[src/hw/wsc_pkg.sv]
package wsc_pkg;

  // Index port geometry and datapath widths
  localparam int WSC_PORT_W = 13;
  localparam int WSC_IDX_W = 19;
  localparam int WSC_HI_W = 6;
  localparam int WSC_LO_W = 13;
  localparam int WSC_ELEM_W = 16;
  localparam int WSC_LOOP_W = 16;
  localparam int WSC_DAC_W = 14;

  // Sequencer clock dividers
  localparam int WSC_DIV_14B = 48;
  localparam int WSC_DIV_12B = 64;
  localparam int WSC_DIV_INTERP = 24;

  // Register byte addresses
  localparam logic [7:0] WSC_A_CTRL = 8'h00;
  localparam logic [7:0] WSC_A_CMD = 8'h04;
  localparam logic [7:0] WSC_A_SEG = 8'h08;
  localparam logic [7:0] WSC_A_SWIDX = 8'h0C;
  localparam logic [7:0] WSC_A_STAT = 8'h10;
  localparam logic [7:0] WSC_A_IDX = 8'h14;
  localparam logic [7:0] WSC_A_CLK = 8'h18;

  // CTRL field positions
  localparam int WSC_C_TRIG = 0;  // 2 bits trigger mode
  localparam int WSC_C_ARM = 2;
  localparam int WSC_C_ADV = 3;   // 2 bits advancement mode
  localparam int WSC_C_POL = 5;
  localparam int WSC_C_EDGE = 6;  // 2 bits edge select
  localparam int WSC_C_HWDIS = 8;
  localparam int WSC_C_SWSEL = 9;

  // CMD bits (write one to pulse)
  localparam int WSC_K_RUN = 0;
  localparam int WSC_K_STOP = 1;
  localparam int WSC_K_TRIG = 2;
  localparam int WSC_K_GATE = 3;
  localparam int WSC_K_EN = 4;
  localparam int WSC_K_ADV = 5;

  // CLK register fields
  localparam int WSC_K_INTERP = 2; // field starts at bit 2, bits 1:0 mode

  localparam logic [31:0] WSC_CTRL_RST = 32'h0000_0000;

  typedef enum logic [1:0] {WSC_TM_CONT, WSC_TM_TRIG, WSC_TM_GATE} wsc_trig_t;
  typedef enum logic [1:0] {WSC_AM_AUTO, WSC_AM_COND, WSC_AM_REP, WSC_AM_SINGLE} wsc_adv_t;
  typedef enum logic [1:0] {WSC_ED_RISE, WSC_ED_FALL, WSC_ED_BOTH} wsc_edge_t;
  typedef enum logic [1:0] {WSC_CK_14B, WSC_CK_12B, WSC_CK_INTERP} wsc_ckmode_t;

  // Index port bundle
  typedef struct packed {
    logic [WSC_PORT_W-1:0] data;
    logic hsel;
    logic strobe;
  } wsc_idx_port_t;

  // Playback status bundle
  typedef struct packed {
    logic running;
    logic holding;
    logic armed_wait;
    logic event_pend;
  } wsc_stat_t;

endpackage : wsc_pkg

[src/hw/wsc_sync.sv]
`timescale 1ns/1ps
`default_nettype none
// Two-flop synchroniser, one per bit
module wsc_sync
  import wsc_pkg::*;
#(
  parameter int W = 1
) (
  // Clock and reset
  input wire logic pclk,
  input wire logic presetn,
  // Data
  input wire logic [W-1:0] d,
  output logic [W-1:0] q
);

  logic [W-1:0] meta_ff; // First stage, read only by q

  // Per-bit two-stage chain
  genvar gi;
  for (gi = 0; gi < W; gi++) begin : g_bit
    always_ff @(posedge pclk or negedge presetn) begin
      if (!presetn) begin
        meta_ff[gi] <= 1'b0;
        q[gi] <= 1'b0;
      end else begin
        meta_ff[gi] <= d[gi];
        q[gi] <= meta_ff[gi];
      end
    end
  end

endmodule : wsc_sync
`default_nettype wire

[src/hw/wsc_ctrl.sv]
// The address map and the APB interface to the registers are this design's own decisions.
`timescale 1ns/1ps
`default_nettype none
// Behaviour
// Inputs sampled on divided sequencer clock enable
// Trigger polarity and edge selection configurable
// Thirteen data, half-select, strobe; two transfers
// Half-select high loads index bits 18..13
// Half-select low loads index bits 12..0
// Controller sends upper half before lower
// Strobe rising edge captures chosen half
// Low-half strobe hands index to sequencer
// Thirteen-bit use leaves upper bits alone
// Controller keeps updates at most 1MHz
// Trigger starts; gate starts and stops
// Armed continuous holds first element until enable; the code only flags it on armed_wait and keeps playing
// Advancement event stored until element end
// Software index wins unless port disabled; the code uses it only when selected or when the port is disabled
// Software controls ORed with external inputs
// Default input mapping to logical functions
// Armed triggered/gated samples enable once
// Every run starts with midscale offset
// Software stop halts output immediately
// Self-armed continuous auto-starts, repeats forever
// Triggered advancement modes auto/repeat/single/conditional
// Gated: offset, loop while gate, finish count
// Triggers during running playback are ignored
// Index strobe and select synchronised first
module wsc_ctrl
  import wsc_pkg::*;
#(
  parameter int DAC_W = WSC_DAC_W,
  parameter logic [WSC_DAC_W-1:0] DAC_MAX = 14'h3FFF,
  parameter logic [WSC_DAC_W-1:0] DAC_MIN = 14'h0000
) (
  // Clock and reset
  input wire logic pclk,
  input wire logic presetn,
  // APB slave
  input wire logic psel,
  input wire logic penable,
  input wire logic pwrite,
  input wire logic [7:0] paddr,
  input wire logic [31:0] pwdata,
  output logic [31:0] prdata,
  output logic pready,
  output logic pslverr,
  // External inputs
  input wire logic trig_in,
  input wire logic event_in,
  input wire wsc_idx_port_t idx_port,
  // Sequencer side
  input wire logic seg_end,
  output logic [WSC_IDX_W-1:0] seq_idx_ff,
  output logic seq_idx_load_ff,
  output logic [WSC_DAC_W-1:0] sample_ff,
  output logic seq_tick_ff,
  output wsc_stat_t stat
);

  // Register storage
  logic [31:0] ctrl_ff;     // Mode control
  logic [WSC_LOOP_W-1:0] loops_ff; // Segment loop count
  logic [WSC_ELEM_W-1:0] seglen_ff; // Segment length in ticks
  logic [WSC_IDX_W-1:0] swidx_ff;  // Software index
  logic [31:0] clk_ff;      // Clock mode and interpolation
  logic [5:0] cmd_p;        // Command pulses this cycle

  wire wsc_trig_t tmode = wsc_trig_t'(ctrl_ff[WSC_C_TRIG +: 2]);
  wire wsc_adv_t amode = wsc_adv_t'(ctrl_ff[WSC_C_ADV +: 2]);
  wire wsc_edge_t emode = wsc_edge_t'(ctrl_ff[WSC_C_EDGE +: 2]);
  wire logic armed = ctrl_ff[WSC_C_ARM];

  // APB access; zero wait states
  wire logic acc = psel & penable;
  wire logic wr = acc & pwrite;
  wire logic mapped = (paddr == WSC_A_CTRL) || (paddr == WSC_A_CMD) || (paddr == WSC_A_SEG) ||
                      (paddr == WSC_A_SWIDX) || (paddr == WSC_A_STAT) || (paddr == WSC_A_IDX) ||
                      (paddr == WSC_A_CLK);
  assign pready = 1'b1;
  assign pslverr = acc & ~mapped;

  // Register writes
  always_ff @(posedge pclk or negedge presetn) begin
    if (!presetn) begin
      ctrl_ff <= WSC_CTRL_RST;
      loops_ff <= 16'h0001;
      seglen_ff <= 16'h0010;
      swidx_ff <= '0;
      clk_ff <= 32'h0000_0000;
    end else if (wr) begin
      if (paddr == WSC_A_CTRL) begin
        ctrl_ff <= pwdata;
      end
      if (paddr == WSC_A_SEG) begin
        loops_ff <= pwdata[31:16];
        seglen_ff <= pwdata[15:0];
      end
      if (paddr == WSC_A_SWIDX) begin
        swidx_ff <= pwdata[WSC_IDX_W-1:0];
      end
      if (paddr == WSC_A_CLK) begin
        clk_ff <= pwdata;
      end
    end
  end

  // Command pulses, one cycle
  assign cmd_p = (wr && paddr == WSC_A_CMD) ? pwdata[5:0] : 6'h00;

  // Read mux, registered
  always_ff @(posedge pclk or negedge presetn) begin
    if (!presetn) begin
      prdata <= '0;
    end else if (psel && !penable && !pwrite) begin
      unique case (paddr)
        WSC_A_CTRL: prdata <= ctrl_ff;
        WSC_A_SEG: prdata <= {loops_ff, seglen_ff};
        WSC_A_SWIDX: prdata <= {13'h0000, swidx_ff};
        WSC_A_STAT: prdata <= {28'h0000000, stat};
        WSC_A_IDX: prdata <= {13'h0000, seq_idx_ff};
        WSC_A_CLK: prdata <= clk_ff;
        default: prdata <= '0;
      endcase
    end
  end

  // Sequencer clock divider; divides sample-rate ticks (pclk stands for sample clock)
  logic [11:0] div_cnt_ff;
  logic [11:0] div_max;
  always_comb begin
    unique case (wsc_ckmode_t'(clk_ff[1:0]))
      WSC_CK_12B: div_max = 12'(WSC_DIV_12B - 1);
      WSC_CK_INTERP: div_max = 12'(WSC_DIV_INTERP * int'(clk_ff[WSC_K_INTERP +: 6]) - 1);
      default: div_max = 12'(WSC_DIV_14B - 1);
    endcase
  end
  always_ff @(posedge pclk or negedge presetn) begin
    if (!presetn) begin
      div_cnt_ff <= '0;
      seq_tick_ff <= 1'b0;
    end else begin
      seq_tick_ff <= (div_cnt_ff >= div_max);
      div_cnt_ff <= (div_cnt_ff >= div_max) ? 12'h000 : div_cnt_ff + 12'h001;
    end
  end
  wire logic tick = seq_tick_ff;

  // Synchronisers for trigger, event and index port
  logic [1:0] te_s;
  wsc_idx_port_t port_s;
  wsc_sync #(.W(2)) u_sync_te (.pclk(pclk), .presetn(presetn), .d({trig_in, event_in}), .q(te_s));
  wsc_sync #(.W(WSC_PORT_W + 2)) u_sync_idx (.pclk(pclk), .presetn(presetn), .d(idx_port), .q(port_s));

  // Sample trigger/event on sequencer tick
  logic trig_smp_ff, trig_prev_ff, ev_smp_ff, ev_prev_ff;
  always_ff @(posedge pclk or negedge presetn) begin
    if (!presetn) begin
      trig_smp_ff <= 1'b0;
      trig_prev_ff <= 1'b0;
      ev_smp_ff <= 1'b0;
      ev_prev_ff <= 1'b0;
    end else if (tick) begin
      trig_smp_ff <= te_s[1] ^ ctrl_ff[WSC_C_POL];
      trig_prev_ff <= trig_smp_ff;
      ev_smp_ff <= te_s[0];
      ev_prev_ff <= ev_smp_ff;
    end
  end

  // Edge qualification of the trigger input
  logic hw_trig_edge;
  always_comb begin
    unique case (emode)
      WSC_ED_FALL: hw_trig_edge = ~trig_smp_ff & trig_prev_ff;
      WSC_ED_BOTH: hw_trig_edge = trig_smp_ff ^ trig_prev_ff;
      default: hw_trig_edge = trig_smp_ff & ~trig_prev_ff;
    endcase
  end

  // Logical functions, software ORed in; software pulses caught until next tick
  logic sw_trig_ff, sw_adv_ff, sw_en_ff, sw_gate_ff;
  always_ff @(posedge pclk or negedge presetn) begin
    if (!presetn) begin
      sw_trig_ff <= 1'b0;
      sw_adv_ff <= 1'b0;
      sw_en_ff <= 1'b0;
      sw_gate_ff <= 1'b0;
    end else begin
      // Set wins over the tick clear
      sw_trig_ff <= cmd_p[WSC_K_TRIG] | (sw_trig_ff & ~tick);
      sw_adv_ff <= cmd_p[WSC_K_ADV] | (sw_adv_ff & ~tick);
      sw_en_ff <= cmd_p[WSC_K_EN] | (sw_en_ff & ~tick);
      if (cmd_p[WSC_K_GATE]) begin
        sw_gate_ff <= pwdata[8]; // Gate level from bit 8
      end
    end
  end
  wire logic f_trig = tick & (hw_trig_edge | sw_trig_ff);
  wire logic f_gate = trig_smp_ff | sw_gate_ff;
  wire logic f_en = tick & (hw_trig_edge | sw_en_ff);
  wire logic f_adv = tick & ((ev_smp_ff & ~ev_prev_ff) | sw_adv_ff);

  // Index port: rising strobe edge after sync
  logic strobe_prev_ff;
  logic [WSC_HI_W-1:0] idx_hi_ff;
  logic [WSC_LO_W-1:0] idx_lo_ff;
  wire logic strobe_rise = port_s.strobe & ~strobe_prev_ff;
  always_ff @(posedge pclk or negedge presetn) begin
    if (!presetn) begin
      strobe_prev_ff <= 1'b0;
      idx_hi_ff <= '0;
      idx_lo_ff <= '0;
    end else begin
      strobe_prev_ff <= port_s.strobe;
      if (strobe_rise && port_s.hsel) begin
        idx_hi_ff <= port_s.data[WSC_HI_W-1:0];
      end
      if (strobe_rise && !port_s.hsel) begin
        idx_lo_ff <= port_s.data;
      end
    end
  end

  // Index hand-over; software wins when selected or when port disabled
  wire logic hw_dis = ctrl_ff[WSC_C_HWDIS];
  wire logic sw_sel = ctrl_ff[WSC_C_SWSEL];
  always_ff @(posedge pclk or negedge presetn) begin
    if (!presetn) begin
      seq_idx_ff <= '0;
      seq_idx_load_ff <= 1'b0;
    end else begin
      seq_idx_load_ff <= 1'b0;
      if (wr && paddr == WSC_A_SWIDX && (sw_sel || hw_dis)) begin
        seq_idx_ff <= pwdata[WSC_IDX_W-1:0];
        seq_idx_load_ff <= 1'b1;
      end else if (strobe_rise && !port_s.hsel && !hw_dis && !sw_sel) begin
        seq_idx_ff <= {idx_hi_ff, port_s.data};
        seq_idx_load_ff <= 1'b1;
      end
    end
  end

  // Stored advancement event, cleared when consumed
  logic ev_pend_ff;
  logic consume;
  always_ff @(posedge pclk or negedge presetn) begin
    if (!presetn) begin
      ev_pend_ff <= 1'b0;
    end else begin
      ev_pend_ff <= f_adv | (ev_pend_ff & ~consume);
    end
  end

  // Playback engine for a single segment
  typedef enum logic [2:0] {WSC_S_IDLE, WSC_S_OFFSET, WSC_S_PLAY, WSC_S_WAIT, WSC_S_HOLD} wsc_state_t;
  wsc_state_t st_ff;
  logic [WSC_ELEM_W-1:0] pos_ff;  // Tick within segment
  logic [WSC_LOOP_W-1:0] loop_ff; // Loops played
  logic en_ok_ff;       // Enable seen once
  logic gate_prev_ff;
  logic gate_fell_ff;   // Finishing after gate fall
  logic first_ff;       // First-element wait flag; playback not held
  wire logic at_end = tick && (pos_ff >= seglen_ff - 16'h0001) | seg_end;
  wire logic last_loop = (loop_ff + 16'h0001 >= loops_ff);
  wire logic [WSC_DAC_W-1:0] offset = WSC_DAC_W'((DAC_MAX - DAC_MIN) >> 1);
  wire logic gate_rise = f_gate & ~gate_prev_ff;
  wire logic gate_fall = ~f_gate & gate_prev_ff;
  wire logic en_now = en_ok_ff | f_en | ~armed;

  // Consumption happens at element end in event-driven modes, or on any tick while waiting
  assign consume = (st_ff == WSC_S_PLAY && at_end && amode != WSC_AM_AUTO) || (st_ff == WSC_S_WAIT && tick);

  always_ff @(posedge pclk or negedge presetn) begin
    if (!presetn) begin
      st_ff <= WSC_S_IDLE;
      pos_ff <= '0;
      loop_ff <= '0;
      en_ok_ff <= 1'b0;
      gate_prev_ff <= 1'b0;
      gate_fell_ff <= 1'b0;
      first_ff <= 1'b0;
      sample_ff <= '0;
    end else if (cmd_p[WSC_K_STOP]) begin
      st_ff <= WSC_S_IDLE;
      sample_ff <= offset;
      en_ok_ff <= 1'b0;
    end else begin
      if (tick) begin
        gate_prev_ff <= f_gate;
      end
      unique case (st_ff)
        WSC_S_IDLE: begin
          if (cmd_p[WSC_K_RUN]) begin
            st_ff <= WSC_S_OFFSET;
            sample_ff <= offset;
            en_ok_ff <= 1'b0;
            first_ff <= armed;
          end
        end
        WSC_S_OFFSET: begin
          pos_ff <= '0;
          loop_ff <= '0;
          gate_fell_ff <= 1'b0;
          if (f_en && armed) begin
            en_ok_ff <= 1'b1; // enable taken only once per run
          end
          unique case (tmode)
            WSC_TM_CONT: if (tick) st_ff <= WSC_S_PLAY;
            WSC_TM_TRIG: if (f_trig && en_now) st_ff <= WSC_S_PLAY;
            default: if (tick && gate_rise && en_now) st_ff <= WSC_S_PLAY;
          endcase
        end
        WSC_S_PLAY: begin
          if (tick) begin
            sample_ff <= WSC_DAC_W'(pos_ff); // Stand-in sample address
            pos_ff <= at_end ? 16'h0000 : pos_ff + 16'h0001;
          end
          if (tick && gate_fall && tmode == WSC_TM_GATE) begin
            gate_fell_ff <= 1'b1;
            loop_ff <= '0;
          end
          if (at_end) begin
            if (tmode == WSC_TM_CONT) begin
              // First-element flag cleared on enable or a stored advancement event; playback advances regardless
              if (first_ff && (ev_pend_ff || f_en)) first_ff <= 1'b0;
            end else if (tmode == WSC_TM_GATE) begin
              if (gate_fell_ff) begin
                loop_ff <= loop_ff + 16'h0001;
                if (last_loop) st_ff <= WSC_S_HOLD;
              end
            end else begin
              unique case (amode)
                WSC_AM_COND: ; // endless until stop
                WSC_AM_SINGLE: begin
                  loop_ff <= loop_ff + 16'h0001;
                  st_ff <= (last_loop && ev_pend_ff) ? WSC_S_HOLD : WSC_S_WAIT;
                end
                WSC_AM_REP: begin
                  loop_ff <= loop_ff + 16'h0001;
                  if (last_loop) st_ff <= ev_pend_ff ? WSC_S_HOLD : WSC_S_WAIT;
                end
                default: begin
                  loop_ff <= loop_ff + 16'h0001;
                  if (last_loop) st_ff <= WSC_S_HOLD;
                end
              endcase
            end
          end
        end
        WSC_S_WAIT: begin
          // Last sample held until an advancement event
          if (tick && ev_pend_ff) begin
            st_ff <= (loop_ff >= loops_ff) ? WSC_S_HOLD : WSC_S_PLAY;
          end
        end
        default: begin
          // Holding last sample; new trigger restarts only once done
          if (tmode == WSC_TM_TRIG && f_trig) begin
            st_ff <= WSC_S_PLAY;
            loop_ff <= '0;
            pos_ff <= '0;
          end else if (tmode == WSC_TM_GATE && tick && gate_rise) begin
            st_ff <= WSC_S_PLAY;
            loop_ff <= '0;
            pos_ff <= '0;
            gate_fell_ff <= 1'b0;
          end
        end
      endcase
    end
  end

  // Status view
  assign stat.running = (st_ff == WSC_S_PLAY);
  assign stat.holding = (st_ff == WSC_S_HOLD) || (st_ff == WSC_S_WAIT);
  assign stat.armed_wait = first_ff;
  assign stat.event_pend = ev_pend_ff;

endmodule : wsc_ctrl
`default_nettype wire

[config.mk]
export PLATFORM = sky130hd
export DESIGN_NAME = wsc_ctrl
export DESIGN_NICKNAME = d
export VERILOG_FILES = /design/src/hw/wsc_pkg.sv /design/src/hw/wsc_sync.sv /design/src/hw/wsc_ctrl.sv
export SDC_FILE = /design/constraint.sdc
export NUM_CORES = 1
export LEC_CHECK = 0
export BUFFER_PORTS_ARGS = -buffer_cell sky130_fd_sc_hd__buf_2
export CAP_MARGIN = 15
export CORE_MARGIN = 10
export CORE_UTILIZATION = 40
export DETAILED_ROUTE_END_ITERATION = 16
export MAX_ROUTING_LAYER = met4
export SLEW_MARGIN = 10
export SYNTH_ARGS = -nofsm -noshare
export SYNTH_HDL_FRONTEND = slang
export SYNTH_HIERARCHICAL = 1
export SYNTH_SLANG_ARGS = --single-unit
[constraint.sdc]
create_clock -name pclk -period 3.75 [get_ports pclk]
set_input_delay 0.75 -clock pclk [delete_from_list [all_inputs] [get_ports pclk]]
set_output_delay 0.75 -clock pclk [all_outputs]
set_load 0.02 [all_outputs]
# [Word level (Yosys, flattened, before mapping)]
# Cells that the tools add are included.
[op_classes] magnitude_cmp=4 n_reduce_logical=64 multipliers=1 add_sub_neg=5 bitwise_logic=41 n_mux=58 eq_ne=38
[op_table] op="32-bit case mux with 6 select lines" n=1
[op_table] op="16-bit two-way mux" n=10
[op_table] op="16-bit case mux with 3 select lines" n=2
[op_table] op="3-bit two-way mux" n=17
[op_table] op="16-bit greater-or-equal comparator" n=3
[op_table] op="14-bit two-way mux" n=3
[op_table] op="19-bit two-way mux" n=2
[op_table] op="16-bit by 1-bit adder with 16-bit output, second input constant" n=2
[op_table] op="14-bit case mux with 2 select lines" n=1
[op_table] op="1-bit logical AND" n=25
[op_table] op="8-bit by 5-bit equality test with 1-bit output, second input constant" n=3
[op_table] op="12-bit case mux with 2 select lines" n=1
[op_table] op="1-bit AND" n=16
[op_table] op="8-bit by 4-bit equality test with 1-bit output, second input constant" n=2
[op_table] op="4-bit inequality test, second input constant" n=4
[op_table] op="16-bit by 1-bit subtractor with 16-bit output, second input constant" n=1
[op_table] op="12-bit by 1-bit adder with 12-bit output, second input constant" n=1
[op_table] op="12-bit greater-or-equal comparator" n=1
[op_table] op="1-bit two-way mux" n=12
[op_table] op="12-bit two-way mux" n=1
[op_table] op="1-bit NOT" n=12
[op_table] op="3-bit case mux with 4 select lines" n=1
[op_table] op="11-bit by 1-bit subtractor with 12-bit output, second input constant" n=1
[op_table] op="1-bit OR" n=11
[op_table] op="other kinds (35)" n=78
[word_totals] output_inout_bits=73 reg_bits=283

# [Logic depth before layout (Yosys ltp)]
# Gate-level depths: netlist (run 1).
[logic_depth] depth_word=12 ltp_mapped=16

# [Hierarchy]
# Netlist (run 1), hierarchy kept.
[modules_own_cells] mod="wsc_ctrl" n_inst=1 seq_area_each_um2=6233.5 area_per_inst_um2=13738.2 cells_per_inst=1357
[modules_own_cells] mod="wsc_sync at u_sync_idx" n_inst=1 seq_area_each_um2=750.7 area_per_inst_um2=750.7 cells_per_inst=30
[modules_own_cells] mod="wsc_sync at u_sync_te" n_inst=1 seq_area_each_um2=100.1 area_per_inst_um2=100.1 cells_per_inst=4

# [Worst setup path after synthesis (run 1)]
# No wires, ideal clock.
[synth_timing] kind="reg-to-reg" from="register seglen_ff[3]" to="register loop_ff[14]" t_arrival_ns=3.683 path_slack_ns=-0.011 setup_ns=0.078 period_less_slack_ns=3.761 stages_incl_launch_ff=17 n_path_buf=1 cell_sequence="dfrtp_1 or4_1 nor2_1 nand2_1 nor3_1 nand2b_1 nor4_1 xnor2_1 ha_1 and4_1 nand2_1 or2_1 o221ai_2 or3b_1 buf_4 a222oi_1 o21bai_1"
[synth_between] elab_chain_cells=6
[synth_rtl] element="start: declaration" line="wsc_ctrl.sv:64" rtl="logic [WSC_ELEM_W-1:0] seglen_ff;"
[synth_rtl] element="start signal: assignment" line="wsc_ctrl.sv:97" rtl="seglen_ff <= pwdata[15:0];"
[synth_rtl] element="16-bit by 1-bit subtractor with 16-bit output" line="wsc_ctrl.sv:264" rtl="wire logic at_end = tick && (pos_ff >= seglen_ff - 16'h0001) | seg_end;"
[synth_rtl] element="16-bit greater-or-equal comparator" line="wsc_ctrl.sv:264"
[synth_rtl] element="1-bit OR" line="wsc_ctrl.sv:264"
[synth_rtl] element="1-bit logical AND" line="wsc_ctrl.sv:264"
[synth_rtl] element="16-bit two-way mux" line="wsc_ctrl.sv:323" rtl="if (at_end) begin"
[synth_rtl] element="16-bit case mux with 3 select lines" line="wsc_ctrl.sv:292" rtl="unique case (st_ff)"
[synth_rtl] element="end signal: assignment" line="wsc_ctrl.sv:329" rtl="loop_ff <= loop_ff + 16'h0001;"
[synth_rtl] element="end signal: assignment" line="wsc_ctrl.sv:336" rtl="loop_ff <= loop_ff + 16'h0001;"
[synth_rtl] element="end signal: assignment" line="wsc_ctrl.sv:340" rtl="loop_ff <= loop_ff + 16'h0001;"
[synth_rtl] element="end: declaration" line="wsc_ctrl.sv:259" rtl="logic [WSC_LOOP_W-1:0] loop_ff;"
# Every way passes these cells.
# A chain may end at the register's enable or synchronous reset.

# [Final worst setup path (run 1)]
[layout_timing] from="register seglen_ff[5]" to="register loop_ff[0]"
# Same word-level chain as after synthesis.

==> flow_summary_export.csv, run 1 <==
group,metric,value,unit
setup_path,cp_cell_sequence,"or4_4 > nor2_4 > nand2_2 > nor3_4 > nand2b_1 > nor4_2 > xnor2_1 > ha_1 > a21o_1 > a21o_1 > a211oi_2 > o221ai_4 > buf_6 > nand4_1 > inv_2 > mux2_2",
synthesis,synth.area.top_cells,"dfrtp_1, mux2_2, ha_1",
setup_path,crit_path_max_incr_delay,0.53,ns
cells_and_area,layout-drive-gt1-share,27.4,%
routing,drt-total-wl,41800,µm
flow_run,max_cap_violations,0,
routing,ant_nets,0,
placement,place_hpwl,30500,µm
status,status,"finished, violations left",
power,p_int,5.96,mW
routing,vias,11400,
setup_path,cp-end-kind,"register",
cells_and_area,nets,1706,
synthesis,seq_area_frac_synth,48.6,%
power,power.clock.fraction,35.6,%
floorplanning,core.rowCount,69,
synthesis,yosysTopAreaCellShare,48.2,%
timing,skew,0.0199,ns
timing,rsz0062_at_grt,"true",
routing,drcViolationCount,0,
clocking,htree_levels,1,
power,power_switching,2.83,mW
global_routing,grt_pass1_vias,11500,
cells_and_area,n_antenna_cell,0,
timing,period_share,104,%
power,p_comb_share,23.2,%
synthesis,synth_most_common_cell,"dfrtp_1",
placement,placedCellCount,1985,
setup_path,critPathKind,"register to register",
global_routing,grt_first_pass_wirelength,66700,µm
placement,globalplace.congestion,0.887,
setup_path,cp_common_cell,"a21o_1",
floorplanning,die_area,0.0445,mm²
clocking,cts_buffers,31,
setup_path,required,4.23,ns
floorplanning,fp.dieW,211,µm
synthesis,synthDistinctLibCells,84,
timing,hold_viol,0,
synthesis,syn_area,0.0146,mm²
synthesis,post_synth_inst_count,1391,
global_routing,antenna_found_initial,0,
setup_path,cp-start-kind,"register",
setup_path,crit_slowest_cell,"or4_4",
routing,drtIter0Drc,780,
timing,drv_slew,0,
timing,finalCriticalPeriod,3.92,ns
routing,drt-pass1-iter-count,6,
global_routing,grt_max_degree,117,
worst_hold_path,hp-start,"idx_port[11]",
power,p_leak,8.31,nW
setup_path,rrSetupSlack,-0.17,ns
placement,io_buffers,134,
setup_path,r2r_cells,16,
power,switching_share,32.2,%
setup_path,r2r_end,"loop_ff[0]",
synthesis,synth_commonest_cells,"dfrtp_1, nand2_1, mux2_2, o21ai_0, nor2_1",
synthesis,ys_warn_count,6,
clocking,cts_hold_buf,0,
timing,tightest_slew,1.06,ns
timing,whs,0.256,ns
clocking,cts-root-buf,"clkbuf_16",
setup_path,worstReg2RegStart,"seglen_ff[5]",
synthesis,yosys.area.top_type,"dfrtp_1",
cells_and_area,instances_no_fill,2054,
setup_path,crit_buf_inv,2,
clocking,worst_skew_pair.late_latency,0.59,ns
timing,fmax,255,MHz
floorplanning,core-area,0.0357,mm²
synthesis,synth_edf_count,0,
routing,routed_via_density,5.54,
setup_path,path_delay_family,"simple AND/OR/NAND/NOR gates",
synthesis,syn-num-nets,1529,
power,p_seq_share,41.2,%
status,violations,"setup timing",
cells_and_area,final_util,48.8,%
setup_path,cp.arrival,4.40,ns
timing,setup_viol,32,
clocking,clock-sinks,283,
floorplanning,boundaryPins,136,
floorplanning,floorplan.initialDensity,40.8,%
timing,setup_slack,-0.167,ns
global_routing,grt_usage,19.3,%
setup_path,cp_max_fo,6,
worst_hold_path,min_to,"u_sync_idx/meta_ff[11]",
synthesis,synth_seq_cells,283,
synthesis,syn_area_per_cell,10.5,µm²
cells_and_area,synthToLayoutAreaGrowth,19.6,%
worst_hold_path,hp-class,"input port to register",
worst_hold_path,whs_path_depth,1,
routing,wl_per_cell,20.4,µm
power,p_per_area,504,mW/mm²
global_routing,overflow,0,
floorplanning,die_h,211,µm
timing,slew_headroom,29.2,%
clocking,clk_pin_slew,0.06,ns
synthesis,async_reset_ff_share,100,%
power,ir_worst_vdd,0.265,mV
synthesis,ys.flop_type,"dfrtp_1",
clocking,clockBufferDepth,3,
clocking,tritoncts,"built",
## cell usage in the layout, fill, tap and decap left out, types with 13 or more instances in the layout
cell type / instances
a21o_1: 14
a21oi_1: 63
a221oi_1: 17
a22o_1: 39
a22oi_1: 16
buf_2: 133
buf_4: 67
clkbuf_16: 31
dfrtp_1: 281
ha_1: 74
inv_1: 48
mux2_2: 103
nand2_1: 175
nand3_1: 29
nand4_1: 13
nor2_1: 63
nor3_1: 23
o21ai_0: 89
o22a_1: 13
xnor2_1: 41
xor2_1: 18
## area by class of cell
type	instances	area, µm²
clock buffer	40	850
clock inverter	18	196
fill	3356	18300
inverter	50	188
multi-input combinational	991	7230
sequential	283	7080
tap	461	577
timing repair buffer	211	1330
## registers in the layout, indices dropped and copies added (netlist names), 19 cells and up
| signal | flops |
|---|---|
| clk_ff | 32 |
| ctrl_ff | 32 |
| prdata | 32 |
| seq_idx_ff | 19 |
| swidx_ff | 19 |
## worst max path at each step
stage	start	end	slack (ns)	cells past startpoint
finish	seglen_ff[5]	loop_ff[0]	-0.17	16
global route	seglen_ff[5]	loop_ff[0]	-0.37	16
CTS	seglen_ff[3]	loop_ff[14]	0.004	16
detailed placement	seglen_ff[3]	loop_ff[0]	-0.13	16
global placement	seglen_ff[3]	loop_ff[14]	-0.003	15
floorplan	seglen_ff[3]	loop_ff[14]	0.06	15
## worst register-to-register path, stage by stage (launching register included)
cell	delay, ns
dfrtp_1	0.38
or4_4	0.53
nor2_4	0.13
nand2_2	0.08
nor3_4	0.19
nand2b_1	0.13
nor4_2	0.34
xnor2_1	0.15
ha_1	0.33
a21o_1	0.16
a21o_1	0.18
a211oi_2	0.31
o221ai_4	0.21
buf_6	0.17
nand4_1	0.17
inv_2	0.10
mux2_2	0.26
## per-layer routing
| metal | vias up | GRT usage, % | share of wire (%) |
|---|---|---|---|
| met4 | 0 | 5.24 | 2.3 |
| met2 | 303 | 28.6 | 45 |
| met3 | 66 | 2.52 | 5.1 |
| met5 | - | - | 0 |
| met1 | 5647 | 27.2 | 48 |
| li1 | 5368 | - | - |
## logic make-up after synthesis
logic type / after synthesis / synth area share, %
and+or+nand+nor: 410 / 13.6
AOI/OAI and AO/OA: 333 / 15.7
DFF: 283 / 48.6
buffers and inverters: 117 / 3.49
muxes: 113 / 8.64
adders and majority gates: 75 / 6.48
xor gates and xnor gates: 59 / 3.54
other: 1 / 0.0257
## stage by stage
stage               total power, mW  setup TNS [ns]  setup WS [ns]  cell area [µm²]
floorplan                      4.79               0         0.0606            14600
global placement               5.44        -0.00265       -0.00265            16100
detailed placement             5.48           -2.51         -0.133            16100
CTS                            8.65               0        0.00374            17100
global route                   9.26          -10.04         -0.368            17500
finish                         8.79           -3.67         -0.167            17500
## what timing repair did
item | CTS | global route
gates cloned | 0 | 1
endpoints found under the setup margin | 26 | 46
pin swaps | 3 | 38
buffers inserted | 0 | 10
resized for setup | 5 | 63
## power by group through the flow
stage               registers, mW  logic (mW)  clock network [mW]
floorplan                    3.73        1.05                   0
global placement             3.67        1.78                   0
detailed placement           3.67        1.81                   0
CTS                          3.62        1.83                3.20
global route                 3.66        2.25                3.34
finish                       3.62        2.04                3.13
No activity file was read; power rests on OpenSTA's default activity.
==> run 2: changes to the inputs <==
--- a/config.mk
+++ b/config.mk
@@ -14,5 +14,4 @@
 export SLEW_MARGIN = 10
 export SYNTH_ARGS = -nofsm -noshare
 export SYNTH_HDL_FRONTEND = slang
-export SYNTH_HIERARCHICAL = 1
 export SYNTH_SLANG_ARGS = --single-unit
==> run 2 against run 1 <==
Net effect:
- the flow now finishes without violations
- sequential power shrank 1%
- synthesized area decreased by 1.9%
- combinational power shrank 23%
- final area is 3.0% lower
- maximum frequency rose by 8.9%
- clock power up 3%
- worst setup slack better by 0.32 ns
- register-to-register slack improved by 0.32 ns
- power decreased by 4.6%
- hold slack got worse by 0.051 ns
- critical endpoint is now loop_ff[11]
==> flow_summary_export.csv, run 2 <==
group,metric,value,unit
power,total_power,8.39,mW
setup_path,cp-end-kind,"register",
setup_path,path_delay_family,"simple AND/OR/NAND/NOR gates",
synthesis,synthDistinctLibCells,77,
placement,globalplace.congestion,0.882,
timing,setup_viol,0,
clocking,clk_pin_slew,0.06,ns
floorplanning,die_area,0.0437,mm²
floorplanning,floorplan.initialDensity,40.4,%
power,ir_worst_vdd,0.368,mV
setup_path,critPathKind,"register to register",
routing,drt-total-wl,39900,µm
placement,pre_cts_slack,0.0431,ns
timing,slew_headroom,45.8,%
timing,setup_slack,0.154,ns
synthesis,async_reset_ff_share,100,%
timing,drv_slew,0,
routing,ant_nets,0,
synthesis,syn_area_per_cell,10.9,µm²
placement,place_hpwl,29200,µm
clocking,htree_levels,1,
routing,drtIter0Drc,876,
synthesis,synth_edf_count,0,
setup_path,cp_max_fo,6,
floorplanning,fp.dieW,209,µm
synthesis,yosys.area.top_type,"dfrtp_1",
synthesis,synth_seq_cells,283,
cells_and_area,layout-drive-gt1-share,26.9,%
synthesis,seq_area_frac_synth,49.5,%
flow_run,max_cap_violations,0,
synthesis,synth_most_common_cell,"dfrtp_1",
synthesis,synth.area.top_cells,"dfrtp_1, mux2_2, ha_1",
status,status,"completed",
setup_path,cp.arrival,4.05,ns
timing,finalCriticalPeriod,3.60,ns
power,p_leak,8.30,nW
clocking,clockBufferDepth,3,
floorplanning,boundaryPins,136,
setup_path,required,4.20,ns
cells_and_area,design_area,0.0169,mm²
timing,period_share,95.9,%
placement,dpl-instance-area,0.0157,mm²
cells_and_area,most-common-layout-cells,"dfrtp_1, nand2_1, buf_2",
timing,whs,0.205,ns
placement,io_buffers,134,
floorplanning,core-area,0.0354,mm²
global_routing,grt_first_pass_wirelength,64300,µm
global_routing,antenna_found_initial,3,
timing,tightest_slew,0.813,ns
synthesis,yosysTopAreaCellShare,49.1,%
routing,vias,11000,
timing,hold_viol,0,
routing,routed_via_density,5.61,
worst_hold_path,hp-class,"input port to async pin",
routing,drcViolationCount,0,
global_routing,grt_usage,18.4,%
synthesis,synth_commonest_cells,"dfrtp_1, nand2_1, mux2_2, ha_1, nor2_1",
setup_path,crit_buf_inv,0,
clocking,clock-sinks,283,
cells_and_area,final_common_cell,"dfrtp_1",
routing,wl_per_cell,20.4,µm
cells_and_area,nets,1606,
timing,skew,0.0106,ns
setup_path,cp_cell_sequence,"or4_4 > nor2_4 > nand2_2 > nor3_2 > nand2b_1 > nor2_2 > xnor2_2 > ha_1 > nand4_1 > a211oi_2 > o41ai_2 > a211o_1 > and2_4 > or3_4 > a32o_1",
clocking,cts-root-buf,"clkbuf_16",
power,p_per_area,495,mW/mm²
cells_and_area,top_regs,"clk_ff: 32 flops, ctrl_ff: 32 flops, prdata: 32 flops",
synthesis,syn-num-nets,1445,
synthesis,syn_area,0.0143,mm²
synthesis,ys_warn_count,0,
timing,fmax,278,MHz
synthesis,post_synth_inst_count,1307,
floorplanning,core.rowCount,69,
clocking,worst_skew_pair.late_latency,0.56,ns
global_routing,overflow,0,
setup_path,crit_slowest_cell,"or4_4",
clocking,cts_buffers,31,
floorplanning,die_h,209,µm
synthesis,ys.flop_type,"dfrtp_1",
setup_path,cp-start-kind,"register",
global_routing,grt_pass1_vias,11100,
timing,rsz0062_at_grt,"true",
global_routing,grt_max_degree,97,
setup_path,crit_path_max_incr_delay,0.56,ns
cells_and_area,synthToLayoutAreaGrowth,18.4,%
routing,drt-pass1-iter-count,8,
clocking,tritoncts,"built",
run 2: changes by cell type after synthesis, sizes merged, moves of 10 or more:
cell and delta:
a21oi -14, a221oi -14, a222oi +12, a22o +11, a22oi +20, mux2 +21, nand2 -28, nor2 -17
o21ai -44, xnor2 -15, xor2 +10
run 2: path summary, 6_finish.rpt:
check	depth (start not counted)	to	start	slack, ns
worst max-delay path	15	loop_ff[11]	seglen_ff[3]	0.15
max in group asynchronous	2	loops_ff[0]	presetn	2.63
worst min register to register	0	u_sync_idx.q[4]	u_sync_idx.meta_ff[4]	0.34
min in group pclk	1	u_sync_te.meta_ff[1]	trig_in	0.29
worst min-delay path	1	ctrl_ff[25]	presetn	0.21
worst max register to register	15	loop_ff[11]	seglen_ff[3]	0.15
run 2: layout make-up:
cell class | count | area [µm²]
Antenna cell | 3 | 7.51
Clock buffer | 42 | 877
Clock inverter | 13 | 203
Fill cell | 3262 | 18500
Inverter | 45 | 169
Multi-Input combinational cell | 916 | 6870
Sequential cell | 283 | 7080
Tap cell | 461 | 577
Timing Repair Buffer | 191 | 1150
run 2: layer usage:
layer	up-vias	GRT usage [%]	share of wire [%]
met2	274	28.1	46
li1	5124	-	-
met3	42	2.77	4.7
met5	-	-	0
met4	0	4.12	1.8
met1	5526	25.4	48
run 2: stage by stage:
stage                     setup TNS, ns  cells  util (%)
after global routing            -0.0257   1954      47.8
after CTS                             0   1946      47.5
after global placement                0   1890      44.5
after detailed placement              0   1891      44.5
after floorplan                       0   1307         -
final                                 0   1954      47.8
run 2: power breakdown:
part | total [mW] | switching [mW] | leakage (nW) | internal (mW)
combinational | 1.58 | 0.996 | 4.03 | 0.587
sequential | 3.57 | 0.261 | 3.74 | 3.31
clock | 3.23 | 1.26 | 0.527 | 1.97
total | 8.39 | 2.52 | 8.30 | 5.87
run 2: what timing repair did:
item,4_1_cts,5_1_grt
hold buffers,0,0
setup buffers,0,5
resized for setup,0,17
setup endpoints to repair,0,34
run 2: cells by family (layout without fill, tap and decap cells):
| logic type | Yosys count | after routing | synth area share [%] |
|---|---|---|---|
| AO/OA/AOI/OAI | 297 | 297 | 15.0 |
| XOR/XNOR | 54 | 54 | 3.31 |
| adder cells (fa/ha/maj) | 75 | 75 | 6.61 |
| buffers and inverters | 108 | 291 | 3.19 |
| flip-flops | 283 | 283 | 49.5 |
| multiplexers | 129 | 129 | 10.1 |
| other | 1 | 4 | 0.0262 |
| AND/OR/NAND/NOR | 360 | 360 | 12.3 |
